===== src/common/sac_consts.svh =====
// Register offsets, field positions, reset values and timing counts of the ADC/comparator block
`ifndef SAC_CONSTS_SVH
`define SAC_CONSTS_SVH
// ==========================================
// Register byte offsets
`define SAC_OFS_CTRL 6'h00
`define SAC_OFS_STAT 6'h04
`define SAC_OFS_RES 6'h08
`define SAC_OFS_ACC 6'h0c
`define SAC_OFS_BCFG 6'h10
`define SAC_OFS_BBASE 6'h14
`define SAC_OFS_BLEN 6'h18
`define SAC_OFS_BPTR 6'h1c
`define SAC_OFS_CMP 6'h20
// ==========================================
// Control fields
`define SAC_C_START 0
`define SAC_C_CONT 1
`define SAC_C_DIV 3:2
`define SAC_C_SAMP 5:4
`define SAC_C_CHAN 8:6
`define SAC_C_GAIN 9
`define SAC_C_EXTREF 10
`define SAC_C_ACCEN 11
`define SAC_C_ACCN 13:12
`define SAC_C_ACCIRQ 14
`define SAC_C_BUF 15
`define SAC_CTRL_RST 16'h0000
// Buffer configuration fields
`define SAC_B_TSEL 2:0
`define SAC_B_WRAP 3
`define SAC_B_MASK 9:4
`define SAC_B_IHALF 10
`define SAC_B_IFULL 11
`define SAC_B_IOVF 12
`define SAC_BCFG_RST 13'h0000
// Status bits
`define SAC_S_DONE 0
`define SAC_S_BUSY 1
`define SAC_S_HALF 2
`define SAC_S_FULL 3
`define SAC_S_OVF 4
`define SAC_S_CMP 5
`define SAC_S_CEVT 6
`define SAC_S_WAKE 7
// Comparator fields
`define SAC_K_EN 0
`define SAC_K_LP 1
`define SAC_K_HYS 3:2
`define SAC_K_NEG 5:4
`define SAC_K_POS 6
`define SAC_K_WEN 7
`define SAC_K_WRISE 8
`define SAC_K_IEN 9
`define SAC_CMP_RST 10'h000
// ==========================================
// Timing
`define SAC_CLK_MHZ 125
`define SAC_SRC_MHZ 16
`define SAC_DIV_BASE 8
`define SAC_CONV_FIXED 13
`define SAC_SAR_MSB 10'h200
`define SAC_CHAN_SUPPLY 3'h5
`define SAC_NEG_REF 2'h0
`endif


===== src/common/sac_pkg.sv =====
// Types shared by the ADC/comparator control block
package sac_pkg;
	typedef enum logic [1:0] {sac_idle, sac_samp, sac_conv} sac_state_e;
	typedef logic [9:0] sac_code_t;
endpackage


===== src/rtl/sac_top.sv =====
// SAR ADC sequencing, sample buffer DMA and comparator control with an Avalon-MM slave
// Behaviour
// - Converter clock divided from 16MHz to 2MHz, 1MHz, 500kHz or 250kHz.
// - Each conversion samples for 2, 4, 6 or 8 converter clocks, then holds.
// - A conversion takes three sample periods plus thirteen converter clocks.
// - Single mode and continuous mode restarting right after each conversion.
// - Ten-bit result by successive approximation.
// - Channel selector picks one of six inputs, four external, temperature, supply.
// - Gain bit 0 spans the reference, 1 spans twice the reference.
// - Reference chosen between internal bandgap and external pin.
// - Completion raises an interrupt and a pollable status.
// - Accumulator sums 2, 4, 8 or 16 results; software rounds.
// - With accumulation, completion may be reported only at period end.
// - Supply divider enabled only while a supply measurement runs.
// - Buffer mode triggers from a selected timer 0 to 4.
// - Buffer results go by DMA as 16-bit words, up to 2047.
// - With wrap on, pointer returns to start after last location.
// - Half-full, full and overflow buffer interrupts each enabled separately.
// - Each trigger converts every selected input into consecutive locations.
// - Comparator hysteresis selects one of four settings.
// - Comparator negative and positive input sources are selectable.
// - Comparator output readable, may interrupt, and can be disabled.
// - Only low-power comparator wakes from sleep, negative input from a pin.
// - Software enables wakeup and picks rising or falling active edge.
//
// The register addresses and the Avalon-MM register port were left to the implementer.
`timescale 1ns/1ps
`default_nettype none
`include "sac_consts.svh"
module sac_top (
	// Clock and reset
	input wire logic core_clk,
	input wire logic rst_b,
	// Avalon-MM slave
	input wire logic [5:0] avs_address,
	input wire logic avs_read,
	input wire logic avs_write,
	input wire logic [31:0] avs_writedata,
	output logic [31:0] avs_readdata,
	output logic avs_waitrequest,
	// Timer triggers and DMA
	input wire logic [4:0] timer_trig,
	output logic dma_req,
	output logic [31:0] dma_addr,
	output logic [15:0] dma_data,
	input wire logic dma_ack,
	// Converter analogue side
	input wire logic sar_cmp,
	output sac_pkg::sac_code_t sar_code,
	output logic sar_sample,
	output logic [2:0] adc_chan,
	output logic adc_gain,
	output logic adc_ext_ref,
	output logic supply_mon_en,
	// Comparator analogue side
	input wire logic cmp_raw,
	output logic cmp_enable,
	output logic cmp_low_power,
	output logic [1:0] cmp_hyst,
	output logic [1:0] cmp_neg_sel,
	output logic cmp_pos_sel,
	// Event outputs
	output logic adc_irq,
	output logic buf_irq,
	output logic cmp_irq,
	output logic cmp_wake
);
	import sac_pkg::*;

	// ==========================================
	// Bus slave
	logic wr_ok;
	logic rd_first;
	logic [15:0] ctrl;
	logic [12:0] bcfg;
	logic [31:0] bbase;
	logic [10:0] blen;
	logic [9:0] kcfg;
	logic [7:0] stat;
	logic [9:0] result;
	logic [13:0] acc_q;
	logic [10:0] ptr;
	logic [31:0] next_rdata;

	assign wr_ok = avs_write && !avs_waitrequest;
	assign rd_first = avs_read && avs_waitrequest;

	// One wait state on every access keeps read data a flop away from the decoder
	always_ff @(posedge core_clk or negedge rst_b) begin
		if (!rst_b) begin
			avs_waitrequest <= 1'b1;
		end else if ((avs_read || avs_write) && avs_waitrequest) begin
			avs_waitrequest <= 1'b0;
		end else begin
			avs_waitrequest <= 1'b1;
		end
	end

	always_comb begin
		next_rdata = 32'h0000_0000;
		case (avs_address)
			`SAC_OFS_CTRL: next_rdata = {16'h0000, ctrl};
			`SAC_OFS_STAT: next_rdata = {24'h00_0000, stat};
			`SAC_OFS_RES: next_rdata = {22'h00_0000, result};
			`SAC_OFS_ACC: next_rdata = {18'h0_0000, acc_q};
			`SAC_OFS_BCFG: next_rdata = {19'h0_0000, bcfg};
			`SAC_OFS_BBASE: next_rdata = bbase;
			`SAC_OFS_BLEN: next_rdata = {21'h00_0000, blen};
			`SAC_OFS_BPTR: next_rdata = {21'h00_0000, ptr};
			`SAC_OFS_CMP: next_rdata = {22'h00_0000, kcfg};
			default: next_rdata = 32'h0000_0000;
		endcase
	end

	always_ff @(posedge core_clk or negedge rst_b) begin
		if (!rst_b) begin
			avs_readdata <= 32'h0000_0000;
		end else if (rd_first) begin
			avs_readdata <= next_rdata;
		end
	end

	// Start bit is a command and never stored
	always_ff @(posedge core_clk or negedge rst_b) begin
		if (!rst_b) begin
			ctrl <= `SAC_CTRL_RST;
			bcfg <= `SAC_BCFG_RST;
			bbase <= 32'h0000_0000;
			blen <= 11'h000;
			kcfg <= `SAC_CMP_RST;
		end else if (wr_ok) begin
			case (avs_address)
				`SAC_OFS_CTRL: ctrl <= {avs_writedata[15:1], 1'b0};
				`SAC_OFS_BCFG: bcfg <= avs_writedata[12:0];
				`SAC_OFS_BBASE: bbase <= {avs_writedata[31:1], 1'b0};
				`SAC_OFS_BLEN: blen <= avs_writedata[10:0];
				`SAC_OFS_CMP: kcfg <= avs_writedata[9:0];
				default: ;
			endcase
		end
	end

	// ==========================================
	// Converter clock enable
	logic [7:0] frac;
	logic [7:0] frac_sum;
	logic src_tick;
	logic [5:0] div_cnt;
	logic [5:0] div_last;
	logic adc_tick;

	// 16 MHz does not divide 125 MHz, so an accumulator spreads the pulses
	assign frac_sum = frac + 8'(`SAC_SRC_MHZ);
	assign div_last = 6'((`SAC_DIV_BASE << ctrl[`SAC_C_DIV]) - 1);

	always_ff @(posedge core_clk or negedge rst_b) begin
		if (!rst_b) begin
			frac <= 8'h00;
			src_tick <= 1'b0;
		end else if (frac_sum >= 8'(`SAC_CLK_MHZ)) begin
			frac <= frac_sum - 8'(`SAC_CLK_MHZ);
			src_tick <= 1'b1;
		end else begin
			frac <= frac_sum;
			src_tick <= 1'b0;
		end
	end

	always_ff @(posedge core_clk or negedge rst_b) begin
		if (!rst_b) begin
			div_cnt <= 6'h00;
			adc_tick <= 1'b0;
		end else begin
			adc_tick <= 1'b0;
			if (src_tick) begin
				if (div_cnt >= div_last) begin
					div_cnt <= 6'h00;
					adc_tick <= 1'b1;
				end else begin
					div_cnt <= div_cnt + 6'h01;
				end
			end
		end
	end

	// ==========================================
	// Input synchronisers
	logic sar_s1, sar_s2, sar_s3, sar_lvl;
	logic cmp_s1, cmp_s2, cmp_s3, cmp_lvl;

	always_ff @(posedge core_clk or negedge rst_b) begin
		if (!rst_b) begin
			{sar_s1, sar_s2, sar_s3, sar_lvl} <= 4'h0;
			{cmp_s1, cmp_s2, cmp_s3, cmp_lvl} <= 4'h0;
		end else begin
			{sar_s1, sar_s2, sar_s3} <= {sar_cmp, sar_s1, sar_s2};
			{cmp_s1, cmp_s2, cmp_s3} <= {cmp_raw, cmp_s1, cmp_s2};
			if (sar_s2 == sar_s3) sar_lvl <= sar_s3;
			if (cmp_s2 == cmp_s3) cmp_lvl <= cmp_s3;
		end
	end

	// ==========================================
	// Conversion sequencer
	sac_state_e st;
	logic [5:0] cnt;
	logic [3:0] samp_q;
	logic [5:0] conv_len;
	logic [2:0] chan_q;
	logic start_pend;
	logic [5:0] scan_mask;
	logic [2:0] scan_low;
	logic go_buf;
	logic accept;
	logic cont_on;
	logic conv_done;
	logic [5:0] tick_cnt;
	logic [5:0] last_len;
	logic [3:0] samp_len;

	// Widened before the add, since 6 plus 2 does not fit three bits
	assign samp_len = {1'b0, ctrl[`SAC_C_SAMP], 1'b0} + 4'h2;
	assign conv_len = 6'((samp_q << 1) + `SAC_CONV_FIXED);
	assign cont_on = ctrl[`SAC_C_CONT] && !ctrl[`SAC_C_BUF];
	assign go_buf = ctrl[`SAC_C_BUF] && |scan_mask && !dma_req && !conv_done;
	assign accept = (st == sac_idle) && adc_tick && (start_pend || go_buf);

	always_comb begin
		scan_low = 3'h0;
		for (int i = 5; i >= 0; i--) begin
			if (scan_mask[i]) scan_low = 3'(i);
		end
	end

	always_ff @(posedge core_clk or negedge rst_b) begin
		if (!rst_b) begin
			start_pend <= 1'b0;
		end else if (wr_ok && avs_address == `SAC_OFS_CTRL && avs_writedata[`SAC_C_START]) begin
			start_pend <= 1'b1;
		end else if (accept) begin
			start_pend <= 1'b0;
		end
	end

	// A trigger arriving while scan channels are still waiting to start is dropped
	always_ff @(posedge core_clk or negedge rst_b) begin
		if (!rst_b) begin
			scan_mask <= 6'h00;
		end else if (!ctrl[`SAC_C_BUF]) begin
			scan_mask <= 6'h00;
		end else if (scan_mask == 6'h00 && bcfg[`SAC_B_TSEL] <= 3'h4
			&& timer_trig[bcfg[`SAC_B_TSEL]]) begin
			scan_mask <= bcfg[`SAC_B_MASK];
		end else if (accept && !start_pend) begin
			scan_mask[scan_low] <= 1'b0;
		end
	end

	always_ff @(posedge core_clk or negedge rst_b) begin
		if (!rst_b) begin
			st <= sac_idle;
			cnt <= 6'h00;
			samp_q <= 4'h2;
			chan_q <= 3'h0;
			sar_code <= 10'h000;
			sar_sample <= 1'b0;
			supply_mon_en <= 1'b0;
			conv_done <= 1'b0;
			result <= 10'h000;
		end else begin
			conv_done <= 1'b0;
			if (adc_tick) begin
				case (st)
					sac_idle: if (accept) begin
						st <= sac_samp;
						samp_q <= samp_len;
						cnt <= {2'b00, samp_len};
						chan_q <= start_pend ? ctrl[`SAC_C_CHAN] : scan_low;
						supply_mon_en <= (start_pend ? ctrl[`SAC_C_CHAN] : scan_low)
							== `SAC_CHAN_SUPPLY;
						sar_sample <= 1'b1;
					end
					sac_samp: if (cnt == 6'h01) begin
						st <= sac_conv;
						cnt <= conv_len;
						sar_sample <= 1'b0;
						sar_code <= `SAC_SAR_MSB;
					end else begin
						cnt <= cnt - 6'h01;
					end
					sac_conv: begin
						if (cnt <= 6'd10) begin
							if (!sar_lvl) sar_code[4'(cnt - 6'h01)] <= 1'b0;
							if (cnt > 6'h01) sar_code[4'(cnt - 6'h02)] <= 1'b1;
						end
						if (cnt == 6'h01) begin
							conv_done <= 1'b1;
							result <= {sar_code[9:1], sar_code[0] & sar_lvl};
							if (cont_on) begin
								st <= sac_samp;
								samp_q <= samp_len;
								cnt <= {2'b00, samp_len};
								chan_q <= ctrl[`SAC_C_CHAN];
								supply_mon_en <= ctrl[`SAC_C_CHAN] == `SAC_CHAN_SUPPLY;
								sar_sample <= 1'b1;
							end else begin
								st <= sac_idle;
								supply_mon_en <= 1'b0;
							end
						end else begin
							cnt <= cnt - 6'h01;
						end
					end
					default: st <= sac_idle;
				endcase
			end
		end
	end

	// Gain and reference drive the analogue front end straight from control
	assign adc_chan = chan_q;
	assign adc_gain = ctrl[`SAC_C_GAIN];
	assign adc_ext_ref = ctrl[`SAC_C_EXTREF];

	// Helper for the length check only
	always_ff @(posedge core_clk or negedge rst_b) begin
		if (!rst_b) begin
			tick_cnt <= 6'h00;
			last_len <= 6'h00;
		end else if (adc_tick) begin
			if (st == sac_idle || (st == sac_conv && cnt == 6'h01)) tick_cnt <= 6'h00;
			else tick_cnt <= tick_cnt + 6'h01;
			if (st == sac_conv && cnt == 6'h01) last_len <= tick_cnt + 6'h01;
		end
	end

	// ==========================================
	// Accumulator
	logic [3:0] acc_n;
	logic [13:0] acc_sum;
	logic [13:0] acc_next;
	logic [4:0] acc_target;
	logic acc_end;

	assign acc_target = 5'(5'h02 << ctrl[`SAC_C_ACCN]);
	assign acc_next = (acc_n == 4'h0) ? 14'(result) : acc_sum + 14'(result);
	assign acc_end = conv_done && ctrl[`SAC_C_ACCEN] && 5'(acc_n) == acc_target - 5'h01;

	always_ff @(posedge core_clk or negedge rst_b) begin
		if (!rst_b) begin
			acc_n <= 4'h0;
			acc_sum <= 14'h0000;
			acc_q <= 14'h0000;
		end else if (!ctrl[`SAC_C_ACCEN]) begin
			acc_n <= 4'h0;
		end else if (conv_done) begin
			acc_sum <= acc_next;
			if (acc_end) begin
				acc_q <= acc_next;
				acc_n <= 4'h0;
			end else begin
				acc_n <= acc_n + 4'h1;
			end
		end
	end

	// ==========================================
	// Sample buffer DMA
	logic buf_full;
	logic buf_take;
	logic buf_ovf;
	logic [10:0] ptr_inc;

	assign buf_full = ptr >= blen;
	assign buf_take = conv_done && ctrl[`SAC_C_BUF] && !(buf_full && !bcfg[`SAC_B_WRAP]);
	assign buf_ovf = conv_done && ctrl[`SAC_C_BUF] && buf_full && !bcfg[`SAC_B_WRAP];
	assign ptr_inc = (buf_full ? 11'h000 : ptr) + 11'h001;

	always_ff @(posedge core_clk or negedge rst_b) begin
		if (!rst_b) begin
			ptr <= 11'h000;
			dma_req <= 1'b0;
			dma_addr <= 32'h0000_0000;
			dma_data <= 16'h0000;
		end else begin
			if (dma_ack) dma_req <= 1'b0;
			if (wr_ok && avs_address == `SAC_OFS_BPTR) begin
				ptr <= 11'h000;
			end else if (buf_take) begin
				dma_req <= 1'b1;
				dma_addr <= bbase + {20'h0_0000, buf_full ? 11'h000 : ptr, 1'b0};
				dma_data <= {6'h00, result};
				if (ptr_inc >= blen && bcfg[`SAC_B_WRAP]) ptr <= 11'h000;
				else ptr <= ptr_inc;
			end
		end
	end

	// ==========================================
	// Status flags, set wins over write-one-to-clear
	logic done_evt;
	logic half_evt;
	logic full_evt;
	logic cmp_evt;
	logic wake_evt;
	logic [7:0] clr;

	assign done_evt = conv_done && (!ctrl[`SAC_C_ACCEN] || !ctrl[`SAC_C_ACCIRQ] || acc_end);
	assign half_evt = buf_take && ptr_inc == (blen >> 1);
	assign full_evt = buf_take && ptr_inc >= blen;
	assign cmp_evt = kcfg[`SAC_K_EN] && (cmp_s2 == cmp_s3) && (cmp_s3 != cmp_lvl);
	assign wake_evt = cmp_evt && kcfg[`SAC_K_WEN] && kcfg[`SAC_K_LP]
		&& kcfg[`SAC_K_NEG] != `SAC_NEG_REF && cmp_s3 == kcfg[`SAC_K_WRISE];
	assign clr = (wr_ok && avs_address == `SAC_OFS_STAT) ? avs_writedata[7:0] : 8'h00;

	always_ff @(posedge core_clk or negedge rst_b) begin
		if (!rst_b) begin
			stat <= 8'h00;
		end else begin
			stat[`SAC_S_DONE] <= done_evt || (stat[`SAC_S_DONE] && !clr[`SAC_S_DONE]);
			stat[`SAC_S_BUSY] <= st != sac_idle;
			stat[`SAC_S_HALF] <= half_evt || (stat[`SAC_S_HALF] && !clr[`SAC_S_HALF]);
			stat[`SAC_S_FULL] <= full_evt || (stat[`SAC_S_FULL] && !clr[`SAC_S_FULL]);
			stat[`SAC_S_OVF] <= buf_ovf || (stat[`SAC_S_OVF] && !clr[`SAC_S_OVF]);
			stat[`SAC_S_CMP] <= cmp_lvl;
			stat[`SAC_S_CEVT] <= cmp_evt || (stat[`SAC_S_CEVT] && !clr[`SAC_S_CEVT]);
			stat[`SAC_S_WAKE] <= wake_evt || (stat[`SAC_S_WAKE] && !clr[`SAC_S_WAKE]);
		end
	end

	always_ff @(posedge core_clk or negedge rst_b) begin
		if (!rst_b) begin
			adc_irq <= 1'b0;
			buf_irq <= 1'b0;
			cmp_irq <= 1'b0;
			cmp_wake <= 1'b0;
		end else begin
			adc_irq <= stat[`SAC_S_DONE];
			buf_irq <= |(stat[`SAC_S_OVF:`SAC_S_HALF] & bcfg[`SAC_B_IOVF:`SAC_B_IHALF]);
			cmp_irq <= stat[`SAC_S_CEVT] && kcfg[`SAC_K_IEN];
			cmp_wake <= stat[`SAC_S_WAKE];
		end
	end

	// Comparator controls come straight from their register
	assign cmp_enable = kcfg[`SAC_K_EN];
	assign cmp_low_power = kcfg[`SAC_K_LP];
	assign cmp_hyst = kcfg[`SAC_K_HYS];
	assign cmp_neg_sel = kcfg[`SAC_K_NEG];
	assign cmp_pos_sel = kcfg[`SAC_K_POS];

	// ==========================================
	// Assertions
	property p_div_gap;
		@(posedge core_clk) disable iff (!rst_b)
		adc_tick |=> !adc_tick [*8];
	endproperty
	a_div_gap: assert property (p_div_gap) else $error("converter clock too fast");

	property p_conv_len;
		@(posedge core_clk) disable iff (!rst_b)
		conv_done |=> last_len == 6'(3 * samp_q + `SAC_CONV_FIXED);
	endproperty
	a_conv_len: assert property (p_conv_len) else $error("conversion length wrong");

	property p_cont;
		@(posedge core_clk) disable iff (!rst_b)
		conv_done && $past(cont_on) |-> st == sac_samp && sar_sample;
	endproperty
	a_cont: assert property (p_cont) else $error("continuous restart missed");

	property p_supply;
		@(posedge core_clk) disable iff (!rst_b)
		supply_mon_en |-> st != sac_idle && chan_q == `SAC_CHAN_SUPPLY;
	endproperty
	a_supply: assert property (p_supply) else $error("supply divider on when idle");

	property p_done;
		@(posedge core_clk) disable iff (!rst_b)
		conv_done && !ctrl[`SAC_C_ACCEN] |=> stat[`SAC_S_DONE] ##1 adc_irq;
	endproperty
	a_done: assert property (p_done) else $error("completion not reported");

	property p_acc;
		@(posedge core_clk) disable iff (!rst_b)
		acc_end |=> acc_n == 4'h0 && acc_q == $past(acc_next);
	endproperty
	a_acc: assert property (p_acc) else $error("accumulation period wrong");

	property p_wrap;
		@(posedge core_clk) disable iff (!rst_b)
		buf_take && bcfg[`SAC_B_WRAP] && ptr_inc == blen |=> ptr == 11'h000 && dma_req;
	endproperty
	a_wrap: assert property (p_wrap) else $error("buffer did not wrap");

	property p_ovf;
		@(posedge core_clk) disable iff (!rst_b)
		buf_ovf |=> stat[`SAC_S_OVF] && $stable(ptr) && $stable(dma_addr);
	endproperty
	a_ovf: assert property (p_ovf) else $error("overflow not handled");
endmodule // sac_top
`default_nettype wire


===== config.mk =====
export PLATFORM = sky130hd
export DESIGN_NAME = sac_top
export DESIGN_NICKNAME = d
export VERILOG_FILES = /design/src/common/sac_pkg.sv /design/src/rtl/sac_top.sv
export VERILOG_INCLUDE_DIRS = /design/src /design/src/common
export SDC_FILE = /design/constraint.sdc
export NUM_CORES = 1
export LEC_CHECK = 0
export BUFFER_PORTS_ARGS = -buffer_cell sky130_fd_sc_hd__buf_2
export CAP_MARGIN = 20
export CORE_MARGIN = 2
export CORE_UTILIZATION = 35
export CTS_CLUSTER_SIZE = 8
export DETAILED_ROUTE_END_ITERATION = 8
export SYNTH_ARGS = -nofsm -noshare
export SYNTH_HDL_FRONTEND = slang
export SYNTH_SLANG_ARGS = --single-unit

===== constraint.sdc =====
create_clock -name core_clk -period 5 [get_ports core_clk]
set_input_delay 0 -clock core_clk [delete_from_list [all_inputs] [get_ports core_clk]]
set_output_delay 0 -clock core_clk [all_outputs]
set_load 0.01 [all_outputs]

==> impl_metrics.yaml <==
yosys:
  synth.avg_cell_area_um2: 10.1
  sequential_element_share_of_the_synthesized_area_pct: 47.6
  yosys_warnings: 0
  synth_commonest_cells: "dfrtp_1 (276), nand2_1 (193), o21ai_0 (126), mux2_2 (92), nor2_1 (74)"
  yosysMostFrequentCell: "dfrtp_1"
  ys_types: 76
  synth_largest_type_area_fraction_pct: 47.3
  ys_top_cells_by_area: "dfrtp_1 (47%), mux2_2 (7.1%), ha_1 (5.7%)"
  post_synth_instance_area_um2: 14600
  synth_top_cell_by_area: "dfrtp_1"
  synth-edff-count: 0
  synth-main-ff-cell: "dfrtp_1"
  async_flop_share_pct: 100
  ys_ff_latch: 278
  syn_inst: 1441
power:
  power.density_nw_per_um2: 308
  vdd.ir_drop.worst_mv: 0.255
  totalPowerFinal_mw: 5.40
  power_leakage_nw: 8.29
placement:
  hpwl_mm: 32.0
  place_congestion: 0.919
  placement.setup.worst_slack_ns: 0.435
  buffer_ports.inserted: 152
  placed_cells: 2085
detailed_routing:
  routed_wl_mm: 43.9
  route.vias.total: 11800
  dr_wl_cell_um: 20.1
  ant_nets: 0
  drt_pass1_iterations: 6
  via_per_inst: 5.39
  first_iter_violations: 853
  post-route-drc-count: 0
sta:
  clock-skew-final_ns: 0.0175
  finalWorstSetupSlack_ns: 0.414
  tightest_slew_ns: 1.05
  timing_max_transition_violations_final: 0
  fin_tns_setup_ns: 0
  unrepaired_setup_endpoints_after_global_routing: "false"
  fmax_mhz: 218
  setup-violations-final: 0
  timing.final.crit_period_ns: 4.59
  hold_violations: 0
  fin_crit_sh_pct: 91.7
  worst_slew_margin_rel_pct: 30.1
floorplan:
  coreArea_um2: 41000
  floorplan.initialDensity_pct: 35.6
  top_level_ports: 160
  dieArea_um2: 43400
  die_w_um: 208
  die_h_um: 208
  placementRows: 74
clock_network:
  clock_insertion_delay_worst_skew_ns: 0.54
  root_buffer: "clkbuf_16"
  post-cts-setup-buffer-count: 0
  htreeDepth: 2
  clock-sinks: 278
  worst_setup_hold_path_clk_slew_ns: 0.06
  clock_tree_from_tritoncts: "built"
  cts-root-to-sink-buffers: 3
  cts_made_buffers: 41
global_routing:
  grt-ovfl-total: 0
  tot_gr_track_use_pct: 20.4
  grt_start_max_net_pins: 123
  number_of_global_route_vias_before_repair: 11800
  grt_first_pass_wirelength_mm: 69.5
  antenna_found_initial: 0
run_status:
  outcome: "completed"
worst_setup_path:
  worstPathMaxFanout: 8
  timing.critical_path.max_delay_family: "compound AO/OA/AOI/OAI gates"
  timing.critical_path.buf_inv: 1
  worst-endpoint-required_ns: 5.47
  standard_cell_with_the_maximum_stage_delay_on_the_critical_path: "dfrtp_1"
  setup.worst_path.start_class: "flop"
  timing.critical_path.cells: "inv_1, ha_1, a21o_1, a211oi_1, o41a_1, a21o_1, and2_1, ha_1, nand3_1, nor2_1, xnor2_1, nor2_1, ha_1, and3_1, a31oi_1, and4b_1, o221ai_1, or2_4, o21ai_0, o2bb2ai_1"
  crit_path_end_kind: "flop"
  critical_path.max_stage_delay_ns: 0.39
  crit_path_class: "flop to flop"
  worst_path_most_repeated_cell: "ha_1"
  data_arrival_at_the_endpoint_of_the_critical_path_ns: 5.06
cells_and_area:
  layout-drive-gt1-share_pct: 20.3
  fin_cells: 2189
  area_delta_synth_final_pct: 20.0
  nets: 1753
  antenna_cells_inserted: 0
min_path:
  timing.hold.worst.class: "input pin to async pin"
run:
  maxCapViolations: 0
final cells by class:
| type | instances | area (µm²) |
|---|---|---|
| well taps | 532 | 666 |
| multi-input cells | 1042 | 7140 |
| flip-flops and latches | 278 | 6960 |
| clock buffers | 61 | 1100 |
| repair buffers | 218 | 1390 |
| fillers | 3940 | 23500 |
| inverters | 54 | 203 |
| clock inverters | 4 | 67.6 |
final timing paths:
check,startpoint,end,slack [ns],cells after the start
max in group asynchronous,rst_b,bbase[25],3.59,3
max,blen[8],ptr[2],0.41,20
min,rst_b,bbase[28],0.10,2
min reg2reg,sar_s1,sar_s2,0.35,0
min in group core_clk,cmp_raw,cmp_s1,0.10,2
max reg2reg,blen[8],ptr[2],0.41,20
power breakdown:
group          total, mW  internal [mW]  switching (mW)  leakage [nW]
sequential          2.40           2.32          0.0837          3.77
clock               2.59           1.56            1.02         0.562
combinational      0.413          0.170           0.242          3.95
metrics by stage:
stage	utilization [%]	area, µm²	hold WS, ns
floorplan	-	14600	-0.296
global route	42.7	17500	0.0921
global placement	38.9	15900	0.109
CTS	42.7	17500	0.0802
finish	42.7	17500	0.100
detailed placement	38.9	15900	0.111
kinds of logic after synthesis:
group / Yosys count / synth area share [%]
other cells: 1 / 0.0257
flops: 278 / 47.6
compound gates: 356 / 16.0
buf+inv: 127 / 3.74
fa+ha+maj: 70 / 6.07
simple gates: 429 / 13.9
mux: 115 / 8.76
xor+xnor: 65 / 3.90
per-layer routing:
layer  vias to the layer above  wire (µm)  track usage [%]
li1                       5523          -                -
met1                      5833      20600             28.9
met2                       377      19000             30.9
met3                        72       3070             4.72
met4                         0       1200             6.20
met5                         -          0                0
layout by cell type (no fill, tap or decap), types with 21 or more instances in the layout:
| cell | count |
|---|---|
| clkbuf_16 | 41 |
| xnor2_1 | 48 |
| dfrtp_1 | 276 |
| a21oi_1 | 52 |
| mux2_2 | 92 |
| nand3_1 | 29 |
| a21o_1 | 21 |
| dlygate4sd3_1 | 38 |
| mux2i_1 | 22 |
| inv_1 | 54 |
| nand2_1 | 193 |
| a22o_1 | 22 |
| buf_4 | 26 |
| ha_1 | 66 |
| nor2_1 | 74 |
| o21ai_0 | 125 |
| buf_2 | 151 |
state kept, by name (all words and copies together), names as in the netlist, 11 cells and up:
register,flops
blen,11
acc_sum,14
dma_addr,31
acc_q,14
avs_readdata,32
bcfg,13
bbase,31
ctrl,15
ptr,11
timing repair:
item	in CTS	in global routing
resized for setup	0	1
endpoints found under the setup margin	0	7
endpoints found under the hold margin	210	0
hold buffers	38	0
Power figures use the tool's default switching activity.
